`src/hw/ebcs_pkg.sv`:
```
// ebcs_pkg: register map, field layout and phase type of the bus cycle sequencer
package ebcs_pkg;
   // bus widths
   localparam int ADDR_W = 24;
   localparam int DATA_W = 16;
   localparam int REG_AW = 3;
   localparam int REG_DW = 32;
   // register indices on the plain register port
   localparam logic [2:0] REG_TIMING = 3'h0;
   localparam logic [2:0] REG_ADDR = 3'h1;
   localparam logic [2:0] REG_WDATA = 3'h2;
   localparam logic [2:0] REG_CMD = 3'h3;
   localparam logic [2:0] REG_RDATA = 3'h4;
   // chip_select_timing_config fields
   localparam int F_AB_LONG = 0;
   localparam int F_AB_EXT = 1;
   localparam int F_CMD_DLY = 3;
   localparam int F_WSETUP = 5;
   localparam int F_ACCESS = 6;
   localparam int F_HOLD = 11;
   localparam int F_RDY_EN = 13;
   localparam int F_RDY_POL = 14;
   localparam int F_RDY_ASYNC = 15;
   localparam int F_MUX = 16;
   localparam int TIMING_W = 17;
   localparam logic [16:0] TIMING_RST = 17'h00000;
   // command write fields
   localparam int F_START = 0;
   localparam int F_WRITE = 1;
   localparam int F_HBE = 2;
   // status read fields
   localparam int F_BUSY = 0;
   localparam int F_DONE = 1;
   localparam int F_RDY_LVL = 2;
   localparam int F_WAITS = 8;
   // address window compared for the address setup extension
   localparam int WIN_LO = 20;
   localparam int WIN_W = 4;
   // reset values of the data registers
   localparam logic [23:0] ADDR_RST = 24'h000000;
   localparam logic [15:0] DATA_RST = 16'h0000;
   // one bus_timing_unit is one sys_clk cycle
   localparam logic [4:0] UNIT_ONE = 5'h01;
   // cycle phases, gray coded along idle-ab-c-d-e-f
   typedef enum logic [2:0] {
      PH_IDLE = 3'b000,
      PH_AB = 3'b001,
      PH_CMD = 3'b011,
      PH_WSET = 3'b010,
      PH_ACC = 3'b110,
      PH_HOLD = 3'b111
   } ebcs_phase_t;
endpackage : ebcs_pkg

```
`src/hw/ebcs_ready_sync.sv`:
```
// ebcs_ready_sync: direct and synchronised sampling of the handshake pin
module ebcs_ready_sync (
   input wire logic sys_clk,
   input wire logic rstn,
   input wire logic readyPin,
   output logic syncSample,
   output logic asyncLevel
);
   logic direct_q, direct_d;
   logic [2:0] chain_q, chain_d;
   logic level_q, level_d;

   // sync mode takes one input register; async mode waits for two later stages to agree
   always_comb
   begin
      direct_d = readyPin;
      chain_d = {chain_q[1:0], readyPin};
      level_d = (chain_q[1] == chain_q[2]) ? chain_q[2] : level_q;
   end

   // stage 0 feeds only stage 1, so no logic sees a metastable value
   always_ff @(posedge sys_clk or negedge rstn)
   begin
      if (!rstn)
      begin
         direct_q <= 1'b0;
         chain_q <= 3'h0;
         level_q <= 1'b0;
      end
      else
      begin
         direct_q <= direct_d;
         chain_q <= chain_d;
         level_q <= level_d;
      end
   end

   assign syncSample = direct_q;
   assign asyncLevel = level_q;
endmodule : ebcs_ready_sync

```
`src/hw/ebcs_sequencer.sv`:
```
// ebcs_sequencer: five-phase external bus cycle engine with handshake extension
// Behaviour
// - every cycle runs address setup, command delay, write setup, access, hold in order, skipping command, write setup and hold at zero length
// - phase lengths come from the software timing register
// - address setup is 1 or 2 units, plus 0..3 when the window changes
// - command 0..3, write setup 0..1, access 1..32, hold 0..3 units
// - the handshake input may optionally stretch the access phase
// - a config bit selects active high or active low handshake
// - synchronous mode samples the handshake directly; partner drives it on the clock
// - asynchronous mode adds a synchroniser that sees the handshake three cycles after the sync sample would
// - the first sample point follows the cycle's programmed phase lengths
// - handshake inactive at a sample point inserts one wait state
// - handshake active at a sample point ends access and finishes the cycle
// - sync and async modes sample at different points, async later
// - the handshake is only looked at after the minimum access length
// - read data is captured on the edge that raises the read strobe
// - later address changes cannot disturb the captured read data
// - separate mode uses 24 address and 16 data lines; muxed shares 16 lines
// - the reference clock output is the system clock
module ebcs_sequencer (
   input wire logic sys_clk,
   input wire logic rstn,
   input wire logic [ebcs_pkg::REG_AW-1:0] regAddr,
   input wire logic [ebcs_pkg::REG_DW-1:0] regWdata,
   input wire logic regWr,
   input wire logic regRd,
   output logic [ebcs_pkg::REG_DW-1:0] regRdata,
   output logic [ebcs_pkg::ADDR_W-1:0] addressLines,
   input wire logic [ebcs_pkg::DATA_W-1:0] dataLinesIn,
   output logic [ebcs_pkg::DATA_W-1:0] dataLinesOut,
   output logic dataLinesOe,
   input wire logic [ebcs_pkg::DATA_W-1:0] muxedAddrDataBusIn,
   output logic [ebcs_pkg::DATA_W-1:0] muxedAddrDataBusOut,
   output logic muxedAddrDataBusOe,
   output logic addrLatch,
   output logic chipSelectN,
   output logic readStrobeN,
   output logic writeStrobeN,
   output logic highByteEnableN,
   input wire logic readyIn,
   output logic referenceClockOutput
);
   import ebcs_pkg::*;

   // skip phases programmed to zero length
   function automatic ebcs_phase_t skipEmpty(ebcs_phase_t ph, logic [TIMING_W-1:0] t);
      ebcs_phase_t r;
      r = ph;
      if (r == PH_CMD && t[F_CMD_DLY +: 2] == 2'h0) r = PH_WSET;
      if (r == PH_WSET && !t[F_WSETUP]) r = PH_ACC;
      if (r == PH_HOLD && t[F_HOLD +: 2] == 2'h0) r = PH_IDLE;
      return r;
   endfunction : skipEmpty

   // units left after the first one, loaded on phase entry
   function automatic logic [4:0] phaseCount(ebcs_phase_t ph, logic [TIMING_W-1:0] t);
      logic [4:0] r;
      case (ph)
         PH_CMD: r = {3'h0, t[F_CMD_DLY +: 2]} - UNIT_ONE;
         PH_ACC: r = t[F_ACCESS +: 5];
         PH_HOLD: r = {3'h0, t[F_HOLD +: 2]} - UNIT_ONE;
         default: r = 5'h00;
      endcase
      return r;
   endfunction : phaseCount

   // programming and data registers
   logic [TIMING_W-1:0] timing_q, timing_d;
   logic [ADDR_W-1:0] addrReg_q, addrReg_d;
   logic [DATA_W-1:0] wdataReg_q, wdataReg_d;
   logic [REG_DW-1:0] rdOut_q, rdOut_d;
   logic done_q, done_d;
   // running cycle
   ebcs_phase_t state_q, state_d;
   logic [4:0] cnt_q, cnt_d;
   logic [TIMING_W-1:0] cyc_q, cyc_d;
   logic [ADDR_W-1:0] cycAddr_q, cycAddr_d;
   logic [DATA_W-1:0] cycData_q, cycData_d;
   logic write_q, write_d;
   logic hbe_q, hbe_d;
   logic [WIN_W-1:0] prevWin_q, prevWin_d;
   logic winValid_q, winValid_d;
   logic [7:0] waits_q, waits_d;
   logic [DATA_W-1:0] rdata_q, rdata_d;
   // pin flops
   logic csN_q, csN_d, ale_q, ale_d, rdN_q, rdN_d, wrN_q, wrN_d, hbeN_q, hbeN_d;
   logic muxOe_q, muxOe_d, dataOe_q, dataOe_d;
   logic [DATA_W-1:0] muxOut_q, muxOut_d;
   // handshake and start decode
   logic syncSample, asyncLevel, rdyLevel, rdyActive, startReq, winChanged;
   logic [4:0] abCount;
   logic [DATA_W-1:0] readBus;

   ebcs_ready_sync u_sync (
      .sys_clk(sys_clk),
      .rstn(rstn),
      .readyPin(readyIn),
      .syncSample(syncSample),
      .asyncLevel(asyncLevel)
   );

   // async uses the synchronised level, so its sample point falls later
   assign rdyLevel = cyc_q[F_RDY_ASYNC] ? asyncLevel : syncSample;
   assign rdyActive = (rdyLevel == cyc_q[F_RDY_POL]);
   assign startReq = regWr && regAddr == REG_CMD && regWdata[F_START] && state_q == PH_IDLE;
   assign winChanged = !winValid_q || addrReg_q[WIN_LO +: WIN_W] != prevWin_q;
   // address setup: 1 or 2 units, plus 0..3 on a new window, loaded as units-1
   assign abCount = {4'h0, timing_q[F_AB_LONG]}
      + (winChanged ? {3'h0, timing_q[F_AB_EXT +: 2]} : 5'h00);
   assign readBus = cyc_q[F_MUX] ? muxedAddrDataBusIn : dataLinesIn;

   // register port: writes steer the block, reads show its state one cycle later
   always_comb
   begin
      timing_d = timing_q;
      addrReg_d = addrReg_q;
      wdataReg_d = wdataReg_q;
      rdOut_d = '0;
      // set wins: a finishing cycle outranks the clear made by a new start
      done_d = (done_q && !startReq) || (state_q != PH_IDLE && state_d == PH_IDLE);
      if (regWr)
      begin
         case (regAddr)
            REG_TIMING: timing_d = regWdata[TIMING_W-1:0];
            REG_ADDR: addrReg_d = regWdata[ADDR_W-1:0];
            REG_WDATA: wdataReg_d = regWdata[DATA_W-1:0];
            default: ;
         endcase
      end
      if (regRd)
      begin
         case (regAddr)
            REG_TIMING: rdOut_d = {{(REG_DW-TIMING_W){1'b0}}, timing_q};
            REG_ADDR: rdOut_d = {{(REG_DW-ADDR_W){1'b0}}, addrReg_q};
            REG_WDATA: rdOut_d = {{(REG_DW-DATA_W){1'b0}}, wdataReg_q};
            REG_CMD: rdOut_d = {16'h0000, waits_q, 5'h00, rdyLevel, done_q,
               state_q != PH_IDLE};
            REG_RDATA: rdOut_d = {{(REG_DW-DATA_W){1'b0}}, rdata_q};
            default: rdOut_d = '0;
         endcase
      end
   end

   always_ff @(posedge sys_clk or negedge rstn)
   begin
      if (!rstn)
      begin
         timing_q <= TIMING_RST;
         addrReg_q <= ADDR_RST;
         wdataReg_q <= DATA_RST;
         rdOut_q <= '0;
         done_q <= 1'b0;
      end
      else
      begin
         timing_q <= timing_d;
         addrReg_q <= addrReg_d;
         wdataReg_q <= wdataReg_d;
         rdOut_q <= rdOut_d;
         done_q <= done_d;
      end
   end

   // phase sequencer; the timing is frozen at start so a rewrite cannot bend a running cycle
   always_comb
   begin
      state_d = state_q;
      cnt_d = cnt_q;
      cyc_d = cyc_q;
      cycAddr_d = cycAddr_q;
      cycData_d = cycData_q;
      write_d = write_q;
      hbe_d = hbe_q;
      prevWin_d = prevWin_q;
      winValid_d = winValid_q;
      waits_d = waits_q;
      rdata_d = rdata_q;
      case (state_q)
         PH_IDLE:
         begin
            if (startReq)
            begin
               state_d = PH_AB;
               cnt_d = abCount;
               cyc_d = timing_q;
               cycAddr_d = addrReg_q;
               cycData_d = wdataReg_q;
               write_d = regWdata[F_WRITE];
               hbe_d = regWdata[F_HBE];
               prevWin_d = addrReg_q[WIN_LO +: WIN_W];
               winValid_d = 1'b1;
               waits_d = 8'h00;
            end
         end
         PH_AB, PH_CMD, PH_WSET:
         begin
            if (cnt_q != 5'h00)
               cnt_d = cnt_q - UNIT_ONE;
            else
            begin
               // sample point placed by the lengths of this very cycle
               state_d = (state_q == PH_AB) ? skipEmpty(PH_CMD, cyc_q)
                  : (state_q == PH_CMD) ? skipEmpty(PH_WSET, cyc_q) : PH_ACC;
               cnt_d = phaseCount(state_d, cyc_q);
            end
         end
         PH_ACC:
         begin
            if (cnt_q != 5'h00)
               cnt_d = cnt_q - UNIT_ONE;
            else if (!cyc_q[F_RDY_EN] || rdyActive)
            begin
               state_d = skipEmpty(PH_HOLD, cyc_q);
               cnt_d = phaseCount(state_d, cyc_q);
               // latched on the strobe's rising edge, later address moves are harmless
               if (!write_q)
                  rdata_d = readBus;
            end
            else if (waits_q != 8'hff)
               waits_d = waits_q + 8'h01;
         end
         PH_HOLD:
         begin
            if (cnt_q != 5'h00)
               cnt_d = cnt_q - UNIT_ONE;
            else
               state_d = PH_IDLE;
         end
         default: state_d = PH_IDLE;
      endcase
   end

   always_ff @(posedge sys_clk or negedge rstn)
   begin
      if (!rstn)
      begin
         state_q <= PH_IDLE;
         cnt_q <= 5'h00;
         cyc_q <= TIMING_RST;
         cycAddr_q <= ADDR_RST;
         cycData_q <= DATA_RST;
         write_q <= 1'b0;
         hbe_q <= 1'b0;
         prevWin_q <= '0;
         winValid_q <= 1'b0;
         waits_q <= 8'h00;
         rdata_q <= DATA_RST;
      end
      else
      begin
         state_q <= state_d;
         cnt_q <= cnt_d;
         cyc_q <= cyc_d;
         cycAddr_q <= cycAddr_d;
         cycData_q <= cycData_d;
         write_q <= write_d;
         hbe_q <= hbe_d;
         prevWin_q <= prevWin_d;
         winValid_q <= winValid_d;
         waits_q <= waits_d;
         rdata_q <= rdata_d;
      end
   end

   // pin controls follow the next phase, so every strobe edge sits on a phase boundary
   always_comb
   begin
      csN_d = (state_d == PH_IDLE);
      ale_d = (state_d == PH_AB);
      rdN_d = !(!write_d && (state_d == PH_WSET || state_d == PH_ACC));
      wrN_d = !(write_d && state_d == PH_ACC);
      hbeN_d = !(hbe_d && state_d != PH_IDLE);
      // muxed: address in setup and delay, then write data or released for reading
      muxOe_d = cyc_d[F_MUX] && (state_d == PH_AB || state_d == PH_CMD
         || (write_d && (state_d == PH_WSET || state_d == PH_ACC || state_d == PH_HOLD)));
      muxOut_d = (state_d == PH_AB || state_d == PH_CMD) ? cycAddr_d[DATA_W-1:0] : cycData_d;
      dataOe_d = !cyc_d[F_MUX] && write_d
         && (state_d == PH_WSET || state_d == PH_ACC || state_d == PH_HOLD);
   end

   always_ff @(posedge sys_clk or negedge rstn)
   begin
      if (!rstn)
      begin
         csN_q <= 1'b1;
         ale_q <= 1'b0;
         rdN_q <= 1'b1;
         wrN_q <= 1'b1;
         hbeN_q <= 1'b1;
         muxOe_q <= 1'b0;
         muxOut_q <= DATA_RST;
         dataOe_q <= 1'b0;
      end
      else
      begin
         csN_q <= csN_d;
         ale_q <= ale_d;
         rdN_q <= rdN_d;
         wrN_q <= wrN_d;
         hbeN_q <= hbeN_d;
         muxOe_q <= muxOe_d;
         muxOut_q <= muxOut_d;
         dataOe_q <= dataOe_d;
      end
   end

   assign regRdata = rdOut_q;
   assign addressLines = cycAddr_q;
   assign dataLinesOut = cycData_q;
   assign dataLinesOe = dataOe_q;
   assign muxedAddrDataBusOut = muxOut_q;
   assign muxedAddrDataBusOe = muxOe_q;
   assign addrLatch = ale_q;
   assign chipSelectN = csN_q;
   assign readStrobeN = rdN_q;
   assign writeStrobeN = wrN_q;
   assign highByteEnableN = hbeN_q;
   // partner times its synchronous handshake against this copy of the clock
   assign referenceClockOutput = sys_clk;

   // checks on phase order, timing and pins
   a_phase_order:
   assert property (@(posedge sys_clk) disable iff (!rstn)
      ($past(state_q) == PH_AB && state_q != PH_AB)
      |-> state_q inside {PH_CMD, PH_WSET, PH_ACC})
   else $error("address setup left to a wrong phase");

   a_ab_short:
   assert property (@(posedge sys_clk) disable iff (!rstn)
      (startReq && abCount == 5'h00) |=> state_q == PH_AB ##1 state_q != PH_AB)
   else $error("one-unit address setup not one cycle");

   a_access_min:
   assert property (@(posedge sys_clk) disable iff (!rstn)
      (state_q == PH_ACC && cnt_q != 5'h00) |=> state_q == PH_ACC && !$changed(waits_q))
   else $error("access ended or waited before its minimum");

   a_ready_wait:
   assert property (@(posedge sys_clk) disable iff (!rstn)
      (state_q == PH_ACC && cnt_q == 5'h00 && cyc_q[F_RDY_EN] && !rdyActive
         && waits_q != 8'hff)
      |=> state_q == PH_ACC && waits_q == $past(waits_q) + 8'h01)
   else $error("inactive handshake did not insert a wait state");

   a_ready_end:
   assert property (@(posedge sys_clk) disable iff (!rstn)
      (state_q == PH_ACC && cnt_q == 5'h00 && rdyActive) |=> state_q != PH_ACC)
   else $error("active handshake did not end access");

   a_read_capture:
   assert property (@(posedge sys_clk) disable iff (!rstn)
      (state_q == PH_ACC && state_d != PH_ACC && !write_q)
      |=> $rose(readStrobeN) && rdata_q == $past(readBus))
   else $error("read data not taken on strobe rise");

   a_async_delay:
   assert property (@(posedge sys_clk) disable iff (!rstn)
      $rose(asyncLevel) |-> $past(readyIn, 4) && $past(readyIn, 3))
   else $error("synchronised handshake too early");

   a_strobe_frame:
   assert property (@(posedge sys_clk) disable iff (!rstn)
      (addrLatch || !readStrobeN || !writeStrobeN) |-> !chipSelectN && !(addrLatch
         && (!readStrobeN || !writeStrobeN)))
   else $error("strobe outside chip select or overlapping latch");

   a_mux_address:
   assert property (@(posedge sys_clk) disable iff (!rstn)
      (cyc_q[F_MUX] && addrLatch) |-> muxedAddrDataBusOe && !dataLinesOe
         && muxedAddrDataBusOut == addressLines[DATA_W-1:0])
   else $error("muxed address not driven during latch");
endmodule : ebcs_sequencer

```
`config.mk`:
```
export PLATFORM = sky130hd
export DESIGN_NAME = ebcs_sequencer
export DESIGN_NICKNAME = d
export VERILOG_FILES = /design/src/hw/ebcs_pkg.sv /design/src/hw/ebcs_ready_sync.sv /design/src/hw/ebcs_sequencer.sv
export SDC_FILE = /design/constraint.sdc
export NUM_CORES = 1
export LEC_CHECK = 0
export ABC_AREA = 1
export BUFFER_PORTS_ARGS = -buffer_cell sky130_fd_sc_hd__clkbuf_2
export CORE_MARGIN = 2
export CORE_UTILIZATION = 35
export DETAILED_ROUTE_END_ITERATION = 16
export SLEW_MARGIN = 10
export SYNTH_ARGS = -nofsm -noshare
export SYNTH_HDL_FRONTEND = slang
export SYNTH_SLANG_ARGS = --single-unit
```
`constraint.sdc`:
```
create_clock -name sys_clk -period 4.85 [get_ports sys_clk]
set_input_delay 0.97 -clock sys_clk [delete_from_list [all_inputs] [get_ports sys_clk]]
set_output_delay 0.97 -clock sys_clk [all_outputs]
set_load 0.005 [all_outputs]
```
; Yosys cells after proc, flatten, opt, wreduce, memory -nomap -nowiden
; Index checks and enable logic that the tools add are counted.
[totals]
ff_bits = 214
in_bits = 72
out_inout_bits = 96
wordCells = 174
[op_classes]
add_sub_neg = 5
eq_ne = 33
muxes = 56
n_bitwise = 2
n_reduce_logical = 49
[ops]
columns = op, count
row1 = 24-bit case mux with 5 select lines, 1
row2 = 16-bit two-way mux, 6
row3 = 3-bit two-way mux, 25
row4 = 17-bit two-way mux, 2
row5 = 3-bit == test (second input constant), 11
row6 = 8-bit two-way mux, 4
row7 = 5-bit case mux with 3 select lines, 2
row8 = 3-bit by 2-bit == test with 1-bit output (second input constant), 9
row9 = 5-bit two-way mux, 5
row10 = 24-bit two-way mux, 1
row11 = 5-bit case mux with 4 select lines, 1
row12 = 8-bit case mux with 2 select lines, 1
row13 = 1-bit logical AND, 15
row14 = 3-bit case mux with 4 select lines, 1
row15 = 2-bit inequality test (second input constant), 5
row16 = 3-bit by 1-bit == test with 1-bit output (second input constant), 3
row17 = 1-bit zero test, 9
row18 = 3-bit zero test, 3
row19 = 8-bit by 1-bit adder with 8-bit output (second input constant), 1
row20 = 8-bit inequality test (second input constant), 1
row21 = 2-bit AND reduction, 4
row22 = 4-bit AND reduction, 2
row23 = 1-bit logical OR, 7
row24 = 1-bit two-way mux, 6
row25 = 15 further kinds, 20

; Longest topological paths before layout
[logic_depth]
depth_word = 23
mapped_depth = 13
mapped_depth_nobuf = 13

; By module
; A second synthesis with hierarchy kept.
[unflattened]
cells_unflattened = 983
area_unflattened_um2 = 8703.3
[by_module_without_submodules]
columns = mod, n_inst, cells_per_inst, area_per_inst_um2, seq_area_each_um2
row1 = ebcs_sequencer, 1, 975, 8587.0, 4859.7
row2 = ebcs_ready_sync, 1, 8, 116.4, 100.1

==> impl_results.md <==
- Reg clk slew, reported paths: 70 ps
- Worst Path Max Fanout: 16
- Largest cells by area after synthesis: dfrtp_1 (54%), nand2_1 (11%), o21ai_0 (5.3%)
- Multi-input gate area: 3278 um2
- Number of synthesized flops with an enable pin: 0
- Die width: 163.7 um
- Power per Cell Area: 531.0 nW/um2
- # diodes: 0
- Nets: 1228
- Crit-path cells: clkbuf_16 > clkbuf_16 > clkbuf_2
- Mean Syn Cell Area: 8.856 um2
- Worst Path Arrival: 2940 ps
- Worst EP required: 3880 ps
- Sequential fraction of the synthesis area: 55.56%
- Area Growth Syn to Fin: 17.93%
- Initial antenna violation count: 0
- First-pass GRT wire length: 36850 um
- Endpoints failing setup: 0
- Setup TNS: 0 ps
- DR iter-0 viols: 487
- Cell with the most instances after synthesis: nand2_1
- Non-Filler Instances: 1488
- Post-Syn Area: 8927 um2
- Row Count: 58
- YS warnings: 0
- Critical path's largest stage delay: 200 ps
- DR vias/cell: 4.774
- Post-Synthesis Cells: 1008
- Most used DFF post-synth: dfrtp_1
- Final hold vios: 0
- Crit Path Class: clock port to output pin
- DR pass1 iterations: 5
- Remaining DRCs: 0
- CTS H-tree lvls: 4
- Top cell type's share of synthesized area: 54.38%
- Die Footprint: 26800 um2
- Post-synth ARST share: 100.0%
- Number of fill cells: 2597
- Final Max Tran Viols: 0
- CTS Root Cell: clkbuf_16
- Crit path buf inv count: 3
- CP endpoint kind: output pin
- Crit start category: clock port
- Final HPWL DP: 16710 um
- GR Overflow Total: 0
- # hold bufs at CTS: 0
- Post-CTS sizing: 0
- Worst Tran Pin Value: 1175 ps
- I/O pins: 168
- RSZ-0062 raised after global routing: false
- GRT Total Usage: 17.94%
- Leak: 5.469 nW
- Clock latency on the worst-skew pair: 450 ps
- Cell family with most CP delay: buffers and inverters
- Max VDD drop: 0.0002408 V
- Number of vias in the routed layout: 7104
- IO buf count: 151
- CTS Buffer Depth: 2
- Post-synth top cells: nand2_1 (263), dfrtp_1 (194), inv_1 (114)
- Share of cells above drive strength 1: 20.21%
- Final WL: 23360 um
- Placed instance area: 9956 um2
- Critical path's slowest cell: clkbuf_16
- Unique masters post-synth: 49
- Routability cong.: 0.9109
- ANT nets after route: 0
- Final instance area: 10530 um2
- Pin count of the biggest net entering global routing: 113
- Max cap viols: 0
- Status: completed
- Hold Path Class: register to register
- Setup Skew: 13.20 ps
- Core region area: 25110 um2
- Max-slew headroom: 21.42%
- Most common cell on crit path: clkbuf_16
- Placed insts: 1456
- Post-CTS Setup Inserts: 0
- Synth Register Bits: 198
- Num CTS Buffers: 17
- Sequential cell area: 4960 um2
- Vias in the first global route: 6797
- CTS tree: built
- Die height: 163.7 um
- WL/cell: 15.70 um
- Yosys top cell by area: dfrtp_1
- Starting Density: 35.55%
logic make-up after synthesis:
family / Yosys count / synth area share [%]
AOI/OAI and AO/OA: 213 / 13.99
xor gates and xnor gates: 3 / 0.2944
and+or+nand+nor: 392 / 18.65
muxes: 16 / 1.794
adders and majority gates: 12 / 1.654
other: 1 / 0.04201
buffers and inverters: 173 / 8.017
DFF: 198 / 55.56
report_power, final:
part / leakage (nW) / internal, W / switching (W) / total [W]
clock: 0.281 / 0.000708 / 0.000680 / 0.00139
combinational: 2.66 / 0.000672 / 0.00108 / 0.00175
sequential: 2.53 / 0.00212 / 0.000335 / 0.00245
total: 5.47 / 0.00350 / 0.00209 / 0.00559
through the flow:
| stage | setup slack (ps) | hold WS (ps) | power, W | utilization, % |
|---|---|---|---|---|
| 5_1_grt | 917.9 | 407.3 | 0.006020 | 41.93 |
| 3_5_place_dp | 1369 | 371.5 | 0.004259 | 39.65 |
| 3_3_place_gp | 1369 | 363.9 | 0.004230 | 39.65 |
| 6_report | 935.8 | 390.8 | 0.005590 | 41.93 |
| 2_1_floorplan | 1344 | 355.9 | 0.003630 | - |
| 4_1_cts | 926.3 | 386.6 | 0.005660 | 41.93 |
layout by cell type (no fill, tap or decap), drive strengths merged, types with 8 or more instances in the layout:
cell and n:
o21a 16, conb 8, a221oi 15, nand3 53, inv 125, nand2 267
mux2i 16, o21ai 142, clkbuf 171, a21oi 26, ha 11, nor2 53
buf 11, dfrtp 194
layer usage:
layer / wire length (um) / GRT usage (%) / up-vias
met5: 0 / 0 / -
met4: 318 / 5.064 / 0
met3: 1203 / 3.232 / 22
met2: 11050 / 28.72 / 192
met1: 10790 / 25.02 / 3371
li1: - / - / 3519
registers in the layout, summed over array words and instances (netlist names), 3 cells and up:
signal and flops:
waits_q 8, wdataReg_q 16, rdata_q 16, timing_q 17, state_q 3, cyc_q 14, addrReg_q 24, regRdata 24
u_sync.chain_q 3, muxedAddrDataBusOut 16, cnt_q 5, dataLinesOut 16, addressLines 24
layout make-up:
cell class,instances,area share [%]
Inverter,122,4.350
Sequential cell,198,47.11
Clock buffer,21,4.386
Timing Repair Buffer,161,7.999
Multi-Input combinational cell,644,31.14
Clock inverter,12,1.093
Tap cell,330,3.922
worst register-to-register path: stages, from the launching register on:
cell,delay (ps)
dfrtp_1,410
inv_1,140
ha_1,190
nand3_1,390
nor3_1,270
nand3_1,840
o21ai_0,500
final timing paths:
kind | startpoint | depth (start not counted) | slack [ps] | endpoint
worst min register to register | u_sync.chain_q[1] | 0 | 390 | u_sync.chain_q[2]
min in group asynchronous | rstn | 1 | 620 | regRdata[23]
worst max-delay path | sys_clk | 3 | 940 | referenceClockOutput
max in group asynchronous | rstn | 2 | 3210 | timing_q[13]
worst max register to register | cnt_q[0] | 6 | 2000 | rdata_q[6]
worst min-delay path | u_sync.chain_q[1] | 0 | 390 | u_sync.chain_q[2]
Power figures use the tool's default switching activity.
